## config.mk

```make
export PLATFORM = sky130hd
export DESIGN_NAME = host_status_reset_msg_handler
export DESIGN_NICKNAME = d
export VERILOG_FILES = /design/src/host_status_reset_msg_handler.v
export VERILOG_INCLUDE_DIRS = /design/src
export SDC_FILE = /design/constraint.sdc
export NUM_CORES = 1
export LEC_CHECK = 0
export ABC_AREA = 1
export BUFFER_PORTS_ARGS = -buffer_cell sky130_fd_sc_hd__buf_2
export CELL_PAD_IN_SITES_DETAIL_PLACEMENT = 1
export CELL_PAD_IN_SITES_GLOBAL_PLACEMENT = 1
export CORE_UTILIZATION = 40
export DETAILED_ROUTE_END_ITERATION = 16
export PLACE_DENSITY = 0.77
export SYNTH_ARGS = -nofsm -noshare
export SYNTH_HDL_FRONTEND = slang
export SYNTH_SLANG_ARGS = --single-unit
```

## constraint.sdc

```tcl
create_clock -name clk_i -period 2.6 [get_ports clk_i]
set_input_delay 0.26 -clock clk_i [delete_from_list [all_inputs] [get_ports clk_i]]
set_output_delay 0.26 -clock clk_i [all_outputs]
set_load 0.03 [all_outputs]
```

## src/msg_handler_map.vh

```
// constants for the host status / reset message handler
`ifndef MSG_HANDLER_MAP_VH
`define MSG_HANDLER_MAP_VH

// message identifiers
`define ID_RESET         8'h99
`define ID_SELF_CHECK    8'hF0
`define ID_STATUS        8'h0D
`define ID_OUT_CONFIG    8'h0E
`define ID_AMP_CONTROL   8'h16

// status query indication types
`define IND_ERROR        8'h00
`define IND_CHAN_STATE   8'h01
`define IND_CRC_SETTING  8'h02
`define IND_EFFECTS      8'h03
`define IND_ROM          8'h04
`define IND_FLASH_ID     8'h06
`define IND_FLASH_REG    8'h07
`define IND_OUT_STATE    8'h08

// response lengths in bytes, receive-status byte included
`define LEN_ONE          9'h001
`define LEN_ERROR        9'h005
`define LEN_CHAN_STATE   9'h005
`define LEN_CRC_SETTING  9'h002
`define LEN_EFFECTS      9'h009
`define LEN_ROM          9'h00A
`define LEN_FLASH_ID     9'h004
`define LEN_OUT_STATE    9'h007

// receive-status codes
`define RS_OK            8'h00
`define RS_CRC_ERR       8'h01
`define RS_BAD_ID        8'h02
`define RS_BAD_PARAM     8'h03

// output selections
`define SEL_SPEAKER      8'h00
`define SEL_BUZ2         8'h05
`define SEL_BUZ4         8'h06
`define SEL_BUZ2_SPK     8'h07

// request check byte: crc-8, polynomial and initial value
`define CRC_POLY         8'h07
`define CRC_INIT         8'h00

// self-check duration
`define SELF_CHECK_NS    10000
`define CLK_PERIOD_NS    8
`define SELF_CHECK_CYC   (`SELF_CHECK_NS / `CLK_PERIOD_NS)

// wishbone register byte offsets
`define REG_CTRL         8'h00
`define REG_FLASH_ID     8'h04
`define REG_ERR_A        8'h08
`define REG_ERR_B        8'h0C
`define REG_PIN_STATE    8'h10
`define REG_FREG_BASE    8'h40
`define FREG_WIN_MASK    8'hC0

// field positions
`define CTRL_CRC_EN      0
`define PST_AMP          8
`define PST_RATE         9
`define PST_BUSY         10

`endif

```

## src/host_status_reset_msg_handler.v

```verilog
// host message interpreter for reset, self-check, status queries and output pins
`timescale 1ns/10ps
`include "msg_handler_map.vh"

module host_status_reset_msg_handler
#(
   parameter        REDUCED        = 0,
   parameter        FREG_AW        = 4,
   parameter [31:0] SELF_CHECK_CYC = `SELF_CHECK_CYC
)
(
   input  wire        clk_i,
   input  wire        rst_i,
   // wishbone slave
   input  wire        wb_cyc_i,
   input  wire        wb_stb_i,
   input  wire        wb_we_i,
   input  wire [7:0]  wb_adr_i,
   input  wire [3:0]  wb_sel_i,
   input  wire [31:0] wb_dat_i,
   output reg  [31:0] wb_dat_o,
   output reg         wb_ack_o,
   // message bytes from the serial link
   input  wire        rx_valid_i,
   input  wire [7:0]  rx_data_i,
   output wire        rx_ready_o,
   output reg         tx_valid_o,
   output reg  [7:0]  tx_data_o,
   input  wire        tx_ready_i,
   // device state from the rest of the chip
   input  wire [15:0] err_a_set_i,
   input  wire [15:0] err_b_set_i,
   input  wire [15:0] channel_a_state_i,
   input  wire [15:0] channel_b_state_i,
   input  wire [7:0]  volume_a_i,
   input  wire [7:0]  volume_b_i,
   input  wire [7:0]  speed_a_i,
   input  wire [7:0]  pitch_a_i,
   input  wire [15:0] tone_freq_i,
   input  wire        tone_on_i,
   input  wire [31:0] rom_addr_i,
   input  wire [31:0] rom_size_i,
   input  wire        rom_external_i,
   // sound drive from the playback path
   input  wire        spk_drv_p_i,
   input  wire        spk_drv_n_i,
   input  wire        bz_drv_p_i,
   input  wire        bz_drv_n_i,
   input  wire        bz2_drv_p_i,
   input  wire        bz2_drv_n_i,
   // status and control outputs
   output wire        error_o,
   output wire        status_o,
   output reg         forced_reset_o,
   output wire        sample_8k_o,
   // output pins, enable low while driving
   output reg         spk_p_o,
   output reg         spk_p_oe_n_o,
   output reg         spk_n_o,
   output reg         spk_n_oe_n_o,
   output reg         bz_p_o,
   output reg         bz_p_oe_n_o,
   output reg         bz_n_o,
   output reg         bz_n_oe_n_o,
   output reg         bz_secondary_pos_o,
   output reg         bz_secondary_pos_oe_n_o,
   output reg         bz_secondary_neg_o,
   output reg         bz_secondary_neg_oe_n_o,
   output reg         amp_enable_out_o
);

   localparam [4:0] S_ID    = 5'b00001;
   localparam [4:0] S_ARG   = 5'b00010;
   localparam [4:0] S_CRC   = 5'b00100;
   localparam [4:0] S_TX    = 5'b01000;
   localparam [4:0] S_CHECK = 5'b10000;
   localparam       FREG_N  = 1 << FREG_AW;

   // ****************************************
   // crc over request bytes
   // ****************************************
   function [7:0] crc8_step;
      input [7:0] crc;
      input [7:0] data;
      reg   [7:0] c;
      integer     i;
      begin
         c = crc ^ data;
         for (i = 0; i < 8; i = i + 1)
            c = c[7] ? ((c << 1) ^ `CRC_POLY) : (c << 1);
         crc8_step = c;
      end
   endfunction

   reg  [4:0]  state_reg;
   reg  [7:0]  id_reg;
   reg  [7:0]  arg0_reg;
   reg  [7:0]  arg1_reg;
   reg  [1:0]  cnt_reg;
   reg  [1:0]  need_reg;
   reg  [7:0]  crc_reg;
   reg  [8:0]  tx_len_reg;
   reg  [8:0]  tx_idx_reg;
   reg  [7:0]  ind_type_reg;
   reg  [7:0]  ind_count_reg;
   reg         selfchk_pend_reg;
   reg         forced_pend_reg;
   reg  [31:0] check_cnt_reg;
   reg         soft_rst_reg;
   reg  [7:0]  out_sel_reg;
   reg         rate_8k_reg;
   reg         amp_on_reg;
   reg  [15:0] err_a_reg;
   reg  [15:0] err_b_reg;
   reg         crc_en_reg;
   reg  [23:0] flash_id_reg;
   reg  [7:0]  freg_mem [0:FREG_N-1];

   // forced reset restarts this block like the hardware reset does
   wire rst_all = rst_i | soft_rst_reg;
   wire rx_take = rx_valid_i & (state_reg == S_ID || state_reg == S_ARG || state_reg == S_CRC);
   wire crc_ok  = (crc_reg == rx_data_i);
   wire exec    = rx_take & (state_reg == S_CRC) & crc_ok;
   wire clr_nf  = exec & (id_reg == `ID_RESET) & ~arg0_reg[0];

   assign rx_ready_o  = (state_reg == S_ID) | (state_reg == S_ARG) | (state_reg == S_CRC);
   assign status_o    = (state_reg == S_CHECK);
   assign error_o     = |{err_a_reg, err_b_reg};
   assign sample_8k_o = rate_8k_reg;

   // ****************************************
   // response byte selection
   // ****************************************
   wire [8:0]  nidx = tx_idx_reg + 9'h001;
   wire [7:0]  pidx = tx_idx_reg[7:0];    // payload byte of response index nidx
   wire [7:0]  pitch_rep = (REDUCED != 0) ? 8'h00 : pitch_a_i;
   reg  [79:0] payload;
   reg  [7:0]  next_byte;

   // payload packed low byte first, byte k goes out as response byte k+1
   always @*
   begin
      payload = 80'h0;
      case (ind_type_reg)
         `IND_ERROR:       payload[31:0] = {err_b_reg, err_a_reg};
         `IND_CHAN_STATE:  payload[31:0] = {channel_b_state_i, channel_a_state_i};
         `IND_CRC_SETTING: payload[7:0]  = {7'h00, crc_en_reg};
         `IND_EFFECTS:     payload[63:0] = {out_sel_reg, 7'h00, tone_on_i, tone_freq_i,
                                            pitch_rep, speed_a_i, volume_b_i,
                                            volume_a_i};
         `IND_ROM:         payload[71:0] = {7'h00, rom_external_i, rom_size_i, rom_addr_i};
         `IND_FLASH_ID:    payload[23:0] = flash_id_reg;
         `IND_OUT_STATE:   payload[47:0] = {7'h00, status_o, 7'h00, tone_on_i,
                                            channel_b_state_i, channel_a_state_i};
         default:          payload = 80'h0;
      endcase
      if (ind_type_reg == `IND_FLASH_REG)
         next_byte = freg_mem[pidx[FREG_AW-1:0]];
      else
         next_byte = payload[{pidx[3:0], 3'b000} +: 8];
   end

   // ****************************************
   // message state machine
   // ****************************************
   // an unknown identifier gets one bad-id status; its trailing bytes are then
   // taken as fresh identifiers, since the length of a foreign message is unknown
   always @(posedge clk_i)
   begin
      if (rst_all)
      begin
         state_reg        <= S_ID;
         id_reg           <= 8'h00;
         arg0_reg         <= 8'h00;
         arg1_reg         <= 8'h00;
         cnt_reg          <= 2'd0;
         need_reg         <= 2'd0;
         crc_reg          <= `CRC_INIT;
         tx_len_reg       <= `LEN_ONE;
         tx_idx_reg       <= 9'h000;
         ind_type_reg     <= 8'hFF;
         ind_count_reg    <= 8'h00;
         selfchk_pend_reg <= 1'b0;
         forced_pend_reg  <= 1'b0;
         check_cnt_reg    <= 32'h0;
         soft_rst_reg     <= 1'b0;
         out_sel_reg      <= `SEL_SPEAKER;
         rate_8k_reg      <= 1'b0;
         amp_on_reg       <= 1'b0;
         tx_valid_o       <= 1'b0;
         tx_data_o        <= 8'h00;
         forced_reset_o   <= 1'b0;
      end
      else
      begin
         forced_reset_o <= 1'b0;
         if (rx_take)
            crc_reg <= crc8_step(crc_reg, rx_data_i);
         case (state_reg)
            S_ID:
               if (rx_valid_i)
               begin
                  id_reg        <= rx_data_i;
                  cnt_reg       <= 2'd0;
                  ind_type_reg  <= 8'hFF;
                  ind_count_reg <= 8'h00;
                  if (rx_data_i == `ID_SELF_CHECK)
                     state_reg <= S_CRC;
                  else if (rx_data_i == `ID_RESET || rx_data_i == `ID_AMP_CONTROL ||
                           rx_data_i == `ID_STATUS)
                  begin
                     need_reg  <= 2'd1;
                     state_reg <= S_ARG;
                  end
                  else if (rx_data_i == `ID_OUT_CONFIG)
                  begin
                     need_reg  <= 2'd2;
                     state_reg <= S_ARG;
                  end
                  else
                  begin
                     tx_data_o  <= `RS_BAD_ID;
                     crc_reg    <= `CRC_INIT;    // next message starts a fresh check
                     tx_len_reg <= `LEN_ONE;
                     tx_idx_reg <= 9'h000;
                     tx_valid_o <= 1'b1;
                     state_reg  <= S_TX;
                  end
               end
            S_ARG:
               if (rx_valid_i)
               begin
                  if (cnt_reg == 2'd0)
                     arg0_reg <= rx_data_i;
                  else
                     arg1_reg <= rx_data_i;
                  cnt_reg <= cnt_reg + 2'd1;
                  // flash register readback carries a count before the check byte
                  if (id_reg == `ID_STATUS && cnt_reg == 2'd0 &&
                      rx_data_i == `IND_FLASH_REG)
                     need_reg <= 2'd2;
                  else if (cnt_reg + 2'd1 == need_reg)
                     state_reg <= S_CRC;
               end
            S_CRC:
               if (rx_valid_i)
               begin
                  crc_reg    <= `CRC_INIT;
                  tx_idx_reg <= 9'h000;
                  tx_len_reg <= `LEN_ONE;
                  tx_valid_o <= 1'b1;
                  state_reg  <= S_TX;
                  tx_data_o  <= `RS_OK;
                  if (!crc_ok)
                     tx_data_o <= `RS_CRC_ERR;
                  else if (id_reg == `ID_RESET)
                     forced_pend_reg <= arg0_reg[0];
                  else if (id_reg == `ID_SELF_CHECK)
                     selfchk_pend_reg <= 1'b1;
                  else if (id_reg == `ID_AMP_CONTROL)
                     amp_on_reg <= arg0_reg[0];
                  else if (id_reg == `ID_OUT_CONFIG)
                  begin
                     if (arg0_reg == `SEL_SPEAKER || arg0_reg == `SEL_BUZ2_SPK ||
                         (REDUCED == 0 && (arg0_reg == `SEL_BUZ2 ||
                                           arg0_reg == `SEL_BUZ4)))
                     begin
                        out_sel_reg <= arg0_reg;
                        rate_8k_reg <= arg1_reg[0];
                     end
                     else
                        tx_data_o <= `RS_BAD_PARAM;
                  end
                  else
                  begin
                     ind_type_reg  <= arg0_reg;
                     ind_count_reg <= arg1_reg;
                     case (arg0_reg)
                        `IND_ERROR:       tx_len_reg <= `LEN_ERROR;
                        `IND_CHAN_STATE:  tx_len_reg <= `LEN_CHAN_STATE;
                        `IND_CRC_SETTING: tx_len_reg <= `LEN_CRC_SETTING;
                        `IND_EFFECTS:     tx_len_reg <= `LEN_EFFECTS;
                        `IND_ROM:         tx_len_reg <= `LEN_ROM;
                        `IND_FLASH_ID:    tx_len_reg <= `LEN_FLASH_ID;
                        `IND_FLASH_REG:   tx_len_reg <= {1'b0, arg1_reg} + `LEN_ONE;
                        `IND_OUT_STATE:   tx_len_reg <= `LEN_OUT_STATE;
                        default:          tx_data_o  <= `RS_BAD_PARAM;
                     endcase
                  end
               end
            S_TX:
               if (tx_ready_i)
               begin
                  if (nidx == tx_len_reg)
                  begin
                     tx_valid_o <= 1'b0;
                     if (selfchk_pend_reg)
                     begin
                        selfchk_pend_reg <= 1'b0;
                        check_cnt_reg    <= SELF_CHECK_CYC;
                        state_reg        <= S_CHECK;
                     end
                     else
                     begin
                        // restart only once the status byte has left
                        soft_rst_reg   <= forced_pend_reg;
                        forced_reset_o <= forced_pend_reg;
                        state_reg      <= S_ID;
                     end
                  end
                  else
                  begin
                     tx_idx_reg <= nidx;
                     tx_data_o  <= next_byte;
                  end
               end
            S_CHECK:
               if (check_cnt_reg <= 32'h1)
               begin
                  ind_type_reg <= 8'hFF;
                  tx_len_reg   <= `LEN_ONE;
                  tx_idx_reg   <= 9'h000;
                  tx_data_o    <= `RS_OK;
                  tx_valid_o   <= 1'b1;
                  state_reg    <= S_TX;
               end
               else
                  check_cnt_reg <= check_cnt_reg - 32'h1;
            default:
               state_reg <= S_ID;
         endcase
      end
   end

   // ****************************************
   // error words
   // ****************************************
   // a new error in the clearing cycle survives the clear
   always @(posedge clk_i)
   begin
      if (rst_all)
      begin
         err_a_reg <= 16'h0000;
         err_b_reg <= 16'h0000;
      end
      else
      begin
         err_a_reg <= ((clr_nf ? {err_a_reg[15:8], 8'h00} : err_a_reg) | err_a_set_i);
         err_b_reg <= ((clr_nf ? {err_b_reg[15:8], 8'h00} : err_b_reg) | err_b_set_i);
      end
   end

   // ****************************************
   // output pin states
   // ****************************************
   // pins follow selection and amplifier control, registered for clean edges
   always @(posedge clk_i)
   begin
      if (rst_all)
      begin
         spk_p_o                 <= 1'b0;
         spk_p_oe_n_o            <= 1'b0;
         spk_n_o                 <= 1'b0;
         spk_n_oe_n_o            <= 1'b0;
         bz_p_o                  <= 1'b0;
         bz_p_oe_n_o             <= 1'b1;
         bz_n_o                  <= 1'b0;
         bz_n_oe_n_o             <= 1'b1;
         bz_secondary_pos_o      <= 1'b0;
         bz_secondary_pos_oe_n_o <= 1'b1;
         bz_secondary_neg_o      <= 1'b0;
         bz_secondary_neg_oe_n_o <= 1'b1;
         amp_enable_out_o        <= 1'b0;
      end
      else
      begin
         // speaker pair used by speaker and two-pin-with-speaker selections
         spk_p_oe_n_o <= (out_sel_reg == `SEL_BUZ2 || out_sel_reg == `SEL_BUZ4);
         spk_n_oe_n_o <= (out_sel_reg == `SEL_BUZ2 || out_sel_reg == `SEL_BUZ4);
         spk_p_o      <= amp_on_reg & spk_drv_p_i;
         spk_n_o      <= amp_on_reg & spk_drv_n_i;
         // primary buzzer pair only in the two-pin and four-pin selections, not two-pin-with-speaker
         bz_p_oe_n_o  <= ~(out_sel_reg == `SEL_BUZ2 || out_sel_reg == `SEL_BUZ4);
         bz_n_oe_n_o  <= ~(out_sel_reg == `SEL_BUZ2 || out_sel_reg == `SEL_BUZ4);
         bz_p_o       <= amp_on_reg & bz_drv_p_i;
         bz_n_o       <= amp_on_reg & bz_drv_n_i;
         // secondary pair rests high when off, four-pin selection only
         bz_secondary_pos_oe_n_o <= (out_sel_reg != `SEL_BUZ4);
         bz_secondary_neg_oe_n_o <= (out_sel_reg != `SEL_BUZ4);
         bz_secondary_pos_o      <= amp_on_reg ? bz2_drv_p_i : 1'b1;
         bz_secondary_neg_o      <= amp_on_reg ? bz2_drv_n_i : 1'b1;
         // two-pin selections invert the amplifier control level
         if (out_sel_reg == `SEL_BUZ2 || out_sel_reg == `SEL_BUZ2_SPK)
            amp_enable_out_o <= ~amp_on_reg;
         else
            amp_enable_out_o <= amp_on_reg;
      end
   end

   // ****************************************
   // wishbone slave
   // ****************************************
   // one wait state; write lands on the edge the master sees ack
   wire wb_req = wb_cyc_i & wb_stb_i;
   wire wb_wr  = wb_req & wb_we_i & wb_ack_o;
   wire wb_win = ((wb_adr_i & `FREG_WIN_MASK) == `REG_FREG_BASE);

   always @(posedge clk_i)
   begin
      if (rst_all)
      begin
         wb_ack_o     <= 1'b0;
         wb_dat_o     <= 32'h0;
         crc_en_reg   <= 1'b0;
         flash_id_reg <= 24'h0;
      end
      else
      begin
         wb_ack_o <= wb_req & ~wb_ack_o;
         if (wb_req & ~wb_ack_o)
         begin
            if (wb_adr_i == `REG_CTRL)
               wb_dat_o <= {31'h0, crc_en_reg};
            else if (wb_adr_i == `REG_FLASH_ID)
               wb_dat_o <= {8'h00, flash_id_reg};
            else if (wb_adr_i == `REG_ERR_A)
               wb_dat_o <= {16'h0, err_a_reg};
            else if (wb_adr_i == `REG_ERR_B)
               wb_dat_o <= {16'h0, err_b_reg};
            else if (wb_adr_i == `REG_PIN_STATE)
               wb_dat_o <= {21'h0, status_o, rate_8k_reg, amp_on_reg, out_sel_reg};
            else if (wb_win)
               wb_dat_o <= {24'h0, freg_mem[wb_adr_i[FREG_AW+1:2]]};
            else
               wb_dat_o <= 32'h0;
         end
         if (wb_wr && wb_adr_i == `REG_CTRL && wb_sel_i[0])
            crc_en_reg <= wb_dat_i[`CTRL_CRC_EN];
         if (wb_wr && wb_adr_i == `REG_FLASH_ID)
         begin
            if (wb_sel_i[0])
               flash_id_reg[7:0] <= wb_dat_i[7:0];
            if (wb_sel_i[1])
               flash_id_reg[15:8] <= wb_dat_i[15:8];
            if (wb_sel_i[2])
               flash_id_reg[23:16] <= wb_dat_i[23:16];
         end
      end
   end

   // flash register bytes left by the last register read operation
   always @(posedge clk_i)
   begin
      if (wb_wr && wb_win && wb_sel_i[0])
         freg_mem[wb_adr_i[FREG_AW+1:2]] <= wb_dat_i[7:0];
   end

endmodule

```

==> flow_metrics.tcl, run 1 <==
set metrics [dict create \
    crit_arrival_ps 3000 \
    rrSetupSlack_ps 110 \
    dieArea_um2 47200 \
    cp_slowest_stage_delay_ps 340 \
    power.total_uw 17200 \
    syn_avg_cell_area_um2 7.50 \
    setup-violations-final 0 \
    clk_latency_ps 590 \
    wire_per_inst_um 23.3 \
    crit_type "flop to flop" \
    fin_skew_ps 22.2 \
    cpMaxStageDelayCell "dfxtp_1" \
    core_area_um2 45600 \
    critPathBufInv 2 \
    grt_max_degree 98 \
    p_leak_uw 0.00965 \
    port_buffers 285 \
    path_max_fanout 10 \
    drive_above_1_share_pct 18.8 \
    max_freq_mhz 401 \
    largest_reg_flops 128 \
    post-place-ws_ps 16.7 \
    start_kind "flop" \
    syn_to_final_growth_pct 25.1 \
    first_global_vias 20300 \
    die_y_um 217 \
    grt_pass1_wl_um 122000 \
    period_minus_slack_ps 2490 \
    crit_family "simple AND/OR/NAND/NOR gates" \
    hpwl_um 60100 \
    cts_tree "done" \
    h-tree-depth 2 \
    ys_warn_count 0 \
    path_cells "inv_1, nand2_1, nor2_1, nand2_1, buf_4, o21ai_0, a21oi_1, nand4_1, nand2_1, o21ai_1, nand2_1, nand2_1, nand2_1, a21oi_1" \
    io_pins 303 \
    dr.pass1.iters 7 \
    place_congestion 0.966 \
    setup-tns-final_ps 0 \
    drc_errors 0 \
    clkSlewWorstSetupHoldPaths_ps 60 \
    grt-ovfl-total 0 \
    synth_flop_cell "dfxtp_1" \
    crit_top_cell "nand2_1" \
    clock_path_buffers 3 \
    rows 78 \
    drtAntennaViolNets 0 \
    vias 19900 \
    vdd_drop_max_mv 0.440 \
    antenna_found_initial 3 \
    synth_cells 2471 \
    min_path_type "input port to flop" \
    critPathCaptureType "flop" \
    start_util_pct 40.7 \
    die_x_um 217 \
    ys_ff_latch 346 \
    setup_slack_ps 105 \
    rsz0062_at_grt "true" \
    maxSlewViolCount 0 \
    finalCritPeriodShare_pct 95.9 \
    worst_pin_slew_ps 661 \
    synth_cell_types 56 \
    routed_wl_um 81100 \
    syn-cell-area_um2 18500 \
    clock-root-buffer "clkbuf_16" \
    via_per_inst 5.71 \
    finalHoldViolations 0 \
    cp.required_ps 3100 \
    dr.first_iter.drc_count 1654 \
    synthArstFlopShare_pct 0 \
    synth-edff-count 128 \
    cellPowerDensity_nw_per_um2 744 \
    clock-sinks 346 \
    outcome "completed" \
    yosysSeqAreaShare_pct 44.3 \
    cts_buffers 41 \
    nets 3100 \
    cap_violations 0 \
    track_usage_pct 33.9 \
    max-slew-margin-rel_pct 55.6 \
]
cells in the mapped netlist, types with 3 or more instances:
master     number  area share [%]
a211oi_1       20            0.81
a21oi_1       216             5.8
a22o_1         14            0.66
a22oi_1        36             1.5
a31oi_1         4            0.14
a41oi_1         4            0.19
buf_1          13            0.26
buf_2          21            0.57
buf_4          18            0.73
clkbuf_1       76             1.5
clkinv_1        4           0.081
dfxtp_1       218              24
edfxtp_1      128              21
ha_1            8            0.54
inv_1         223             4.5
inv_2          10            0.20
mux2i_1        23             1.2
nand2_1       486             9.8
nand2_2         4            0.14
nand3_1       178             4.8
nand3_2         3            0.16
nand3b_1        3            0.12
nand4_1        47             1.6
nor2_1        277             5.6
nor2_2          4            0.14
nor2_4          4            0.24
nor3_1         26            0.70
nor3_2          5            0.27
nor4_1         15            0.51
o2111ai_1       7            0.33
o211ai_1       45             1.8
o21ai_0       228             6.2
o21ai_1         5            0.14
o21ai_2         3            0.14
o221ai_1        6            0.28
o22ai_1         5            0.17
or2_1           3            0.10
or2_2          10            0.34
xnor2_1        23             1.1
xor2_1         29             1.4
cell families after synthesis:
logic type      count (synthesis)  share of synthesized area (%)
flops                         346                           44.3
xor+xnor                       52                           2.46
simple gates                 1071                           24.8
other cells                     1                         0.0202
compound gates                603                           18.6
buf+inv                       366                           7.96
fa+ha+maj                       8                          0.540
mux                            24                           1.30
per-stage QoR:
step	cells	hold slack, ps	cell area, um^2	utilization [%]
3_3_place_gp	3347	443	21200	46.4
5_1_grt	3481	14.9	23200	50.9
2_1_floorplan	2478	359	18600	-
4_1_cts	3472	3.52	23000	50.5
6_report	3482	20.8	23200	50.9
3_5_place_dp	3347	453	21200	46.4
cell usage in the layout, fill, tap and decap left out, types with 14 or more instances in the layout:
cell type	count
nor3_1	26
xnor2_1	22
edfxtp_1	128
o21ai_0	225
buf_4	106
nand2_1	484
a22o_1	14
a211oi_1	20
nor4_1	15
buf_2	285
dlygate4sd3_1	52
nand4_1	47
a22oi_1	36
nand3_1	178
nor2_1	270
a21oi_1	216
xor2_1	28
o211ai_1	45
dfxtp_1	214
mux2i_1	23
clkbuf_16	41
inv_1	221
tightest hold or removal path: cells and delay by family:
family                 cells  cell delay (ps)
buffers and inverters      1               80
AOI/OAI and AO/OA          2              220
metal layers:
| layer | share of wire (%) | wire [um] | vias to the layer above | track usage (%) |
|---|---|---|---|---|
| met4 | 3.7 | 2990 | 0 | 13.5 |
| met3 | 6.9 | 5590 | 139 | 5.12 |
| met2 | 48 | 38600 | 784 | 57.0 |
| met5 | 0 | 0 | - | 0 |
| met1 | 42 | 33900 | 9777 | 43.4 |
| li1 | - | - | 9178 | - |
repair_timing:
item / in CTS / in global routing
hold endpoints to repair: 53 / 0
setup buffers: 0 / 6
pin swaps: 0 / 1
endpoints found under the setup margin: 2 / 67
hold buffers: 52 / 0
gates cloned: 0 / 1
gates resized for setup: 3 / 28
path summary, 6_finish.rpt:
path	cells after the start	to	from
max reg2reg	14	tx_data_o[3]$_SDFFE_PP0N_	ind_type_reg[0]$_SDFFE_PP1P_
min	3	flash_id_reg[16]$_SDFFE_PP0P_	wb_dat_i[16]
min reg2reg	2	selfchk_pend_reg$_SDFFE_PP0P_	selfchk_pend_reg$_SDFFE_PP0P_
max	14	tx_data_o[3]$_SDFFE_PP0N_	ind_type_reg[0]$_SDFFE_PP1P_
area by class of cell:
type,instances,area [um^2]
clock inverters,20,185
multi-input cells,1767,8980
inverters,237,895
flip-flops and latches,346,8220
clock buffers,53,1160
well taps,600,751
fillers,5734,22400
repair buffers,456,2990
diodes,3,7.51
power breakdown:
| part | internal, uW | switching [uW] | leakage (uW) |
|---|---|---|---|
| Sequential | 5940 | 284 | 0.00293 |
| Combinational | 1890 | 3290 | 0.00605 |
| Clock | 3360 | 2470 | 0.000675 |
| Total | 11200 | 6050 | 0.00965 |
(Power assumes the default switching activity.)
==> run 2, diff against run 1 <==
CORE_UTILIZATION = 42   (was 40)
PLACE_DENSITY = 0.8   (was 0.77)
==> run 2 against run 1 <==
  * Combinational power barely moved
  * Non-clock buffer count stayed put
  * Maximum frequency is 0.67% lower
  * Critical path type unchanged
  * Critical endpoint is now tx_len_reg[1]$_SDFFE_PP0P_
  * Sequential share of layout area grew 0.14 points
  * Total power down 0.89%
  * Clock skew decreased by 8.5 ps
  * Critical path depth shrank 3
  * Hold slack improved by 4.6 ps
  * Clock power decreased by 3%
  * Global-route usage increased by 1.1 points
==> flow_metrics.tcl, run 2 (synthesis gave the netlist of run 1 again) <==
set metrics [dict create \
    outcome "completed" \
    port_buffers 285 \
    post-place-ws_ps 32.2 \
    h-tree-depth 2 \
    nets 3101 \
    dr.first_iter.drc_count 1709 \
    max-slew-margin-rel_pct 57.0 \
    die_x_um 212 \
    maxSlewViolCount 0 \
    setup_slack_ps 88.6 \
    post-route-util_pct 53.4 \
    grt_max_degree 111 \
    start_util_pct 42.8 \
    routed_wl_um 80000 \
    grt_pass1_wl_um 119000 \
    path_max_fanout 7 \
    place_congestion 0.921 \
    antenna_found_initial 2 \
    largest_reg_flops 128 \
    crit_type "flop to flop" \
    cap_violations 0 \
    final_cell_mix "485 x nand2_1, 285 x buf_2, 274 x nor2_1" \
    final_cells 3469 \
    crit_arrival_ps 2940 \
    finalCritPeriodShare_pct 96.6 \
    clock_path_buffers 3 \
    final_common_cell "nand2_1" \
    cts_tree "done" \
    drive_above_1_share_pct 18.3 \
    max_freq_mhz 398 \
    wire_per_inst_um 23.1 \
    fillers 5464 \
    io_pins 303 \
    cellPowerDensity_nw_per_um2 740 \
    syn_to_final_growth_pct 24.6 \
    power.total_uw 17100 \
    via_per_inst 5.75 \
    core_area_um2 43300 \
    critPathCaptureType "flop" \
    clock-sinks 346 \
    grt-ovfl-total 0 \
    vdd_drop_max_mv 0.532 \
    first_global_vias 20300 \
    die_y_um 212 \
    vias 20000 \
    clk_latency_ps 570 \
    fin_skew_ps 13.7 \
    rows 76 \
    dp_cells 3334 \
    finalHoldViolations 0 \
    track_usage_pct 35.0 \
    clkSlewWorstSetupHoldPaths_ps 60 \
    period_minus_slack_ps 2510 \
    p_leak_uw 0.00961 \
    hpwl_um 58700 \
    dr.pass1.iters 5 \
    cp.required_ps 3020 \
    min_path_type "input port to flop" \
    setup-violations-final 0 \
    start_kind "flop" \
    drc_errors 0 \
    clock-root-buffer "clkbuf_16" \
    dieArea_um2 45000 \
    drtAntennaViolNets 0 \
    worst_pin_slew_ps 643 \
    cts_buffers 41 \
]
[run 2: changes by cell type in the layout (fill, tap and decap cells not counted), moves of 3 or more]
cell / delta
clkinv_2: -6
clkinvlp_4: +5
nor2_1: +4
buf_4: +5
clkbuf_1: +10
nor2_2: -3
dlygate4sd3_1: -5
clkinv_4: -3
clkbuf_8: -4
[run 2: worst max-delay path, cell delays in order (launching register included)]
cell     delay (ps)
dfxtp_1         340
nor2_1          230
nand2_1         150
nor2_2          170
nand4_1         190
o21ai_2         250
nand4_2         150
nor2_4          290
nand2_2         100
buf_4           180
a21oi_1         250
nor3_2           80
[run 2: stage by stage]
step	TNS (ps)	area (um^2)	hold WS, ps
finish	0	23100	25.4
global route	-25.1	23100	61.7
CTS	0	22900	6.56
detailed placement	0	21200	452
global placement	0	21200	437
floorplan	0	18600	359
[run 2: worst paths after layout]
| kind | endpoint | depth (start not counted) | slack [ps] | startpoint |
|---|---|---|---|---|
| max | tx_len_reg[1]$_SDFFE_PP0P_ | 11 | 90 | check_cnt_reg[9]$_SDFFE_PP0P_ |
| min | flash_id_reg[19]$_SDFFE_PP0P_ | 3 | 30 | wb_dat_i[19] |
| max reg2reg | tx_len_reg[1]$_SDFFE_PP0P_ | 11 | 90 | check_cnt_reg[9]$_SDFFE_PP0P_ |
| min reg2reg | wb_dat_o[19]$_SDFFE_PP0P_ | 2 | 460 | flash_id_reg[19]$_SDFFE_PP0P_ |
[run 2: final cells by class]
type	instances	area (um^2)	area share, %
Inverter	237	897	3.89
Sequential cell	346	8210	35.6
Clock inverter	13	98.8	0.428
Multi-Input combinational cell	1768	8960	38.8
Tap cell	585	732	3.17
Antenna cell	3	7.51	0.0325
Clock buffer	61	1190	5.17
Timing Repair Buffer	456	2980	12.9
[run 2: what timing repair did]
action                                  CTS  global route
gates cloned                              0             2
endpoints found under the hold margin    47             0
endpoints found under the setup margin    3            43
gates resized for setup                   2            17
pin swaps                                 0             3
hold buffers                             47             0
buffers inserted                          0             9
[run 2: layer usage]
layer	global-route usage [%]	up-vias	wire length (um)	part of all wire, %
li1	-	9177	-	-
met1	45.2	9785	34000	43
met2	57.5	783	37000	46
met3	4.62	202	5170	6.5
met4	17.3	4	3780	4.7
met5	0	-	28	0.035
[run 2: power breakdown]
group / switching (uW) / leakage, uW / internal [uW]
combinational: 3290 / 0.00607 / 1900
sequential: 289 / 0.00293 / 5940
clock: 2400 / 0.000618 / 3280
total: 5980 / 0.00961 / 11100
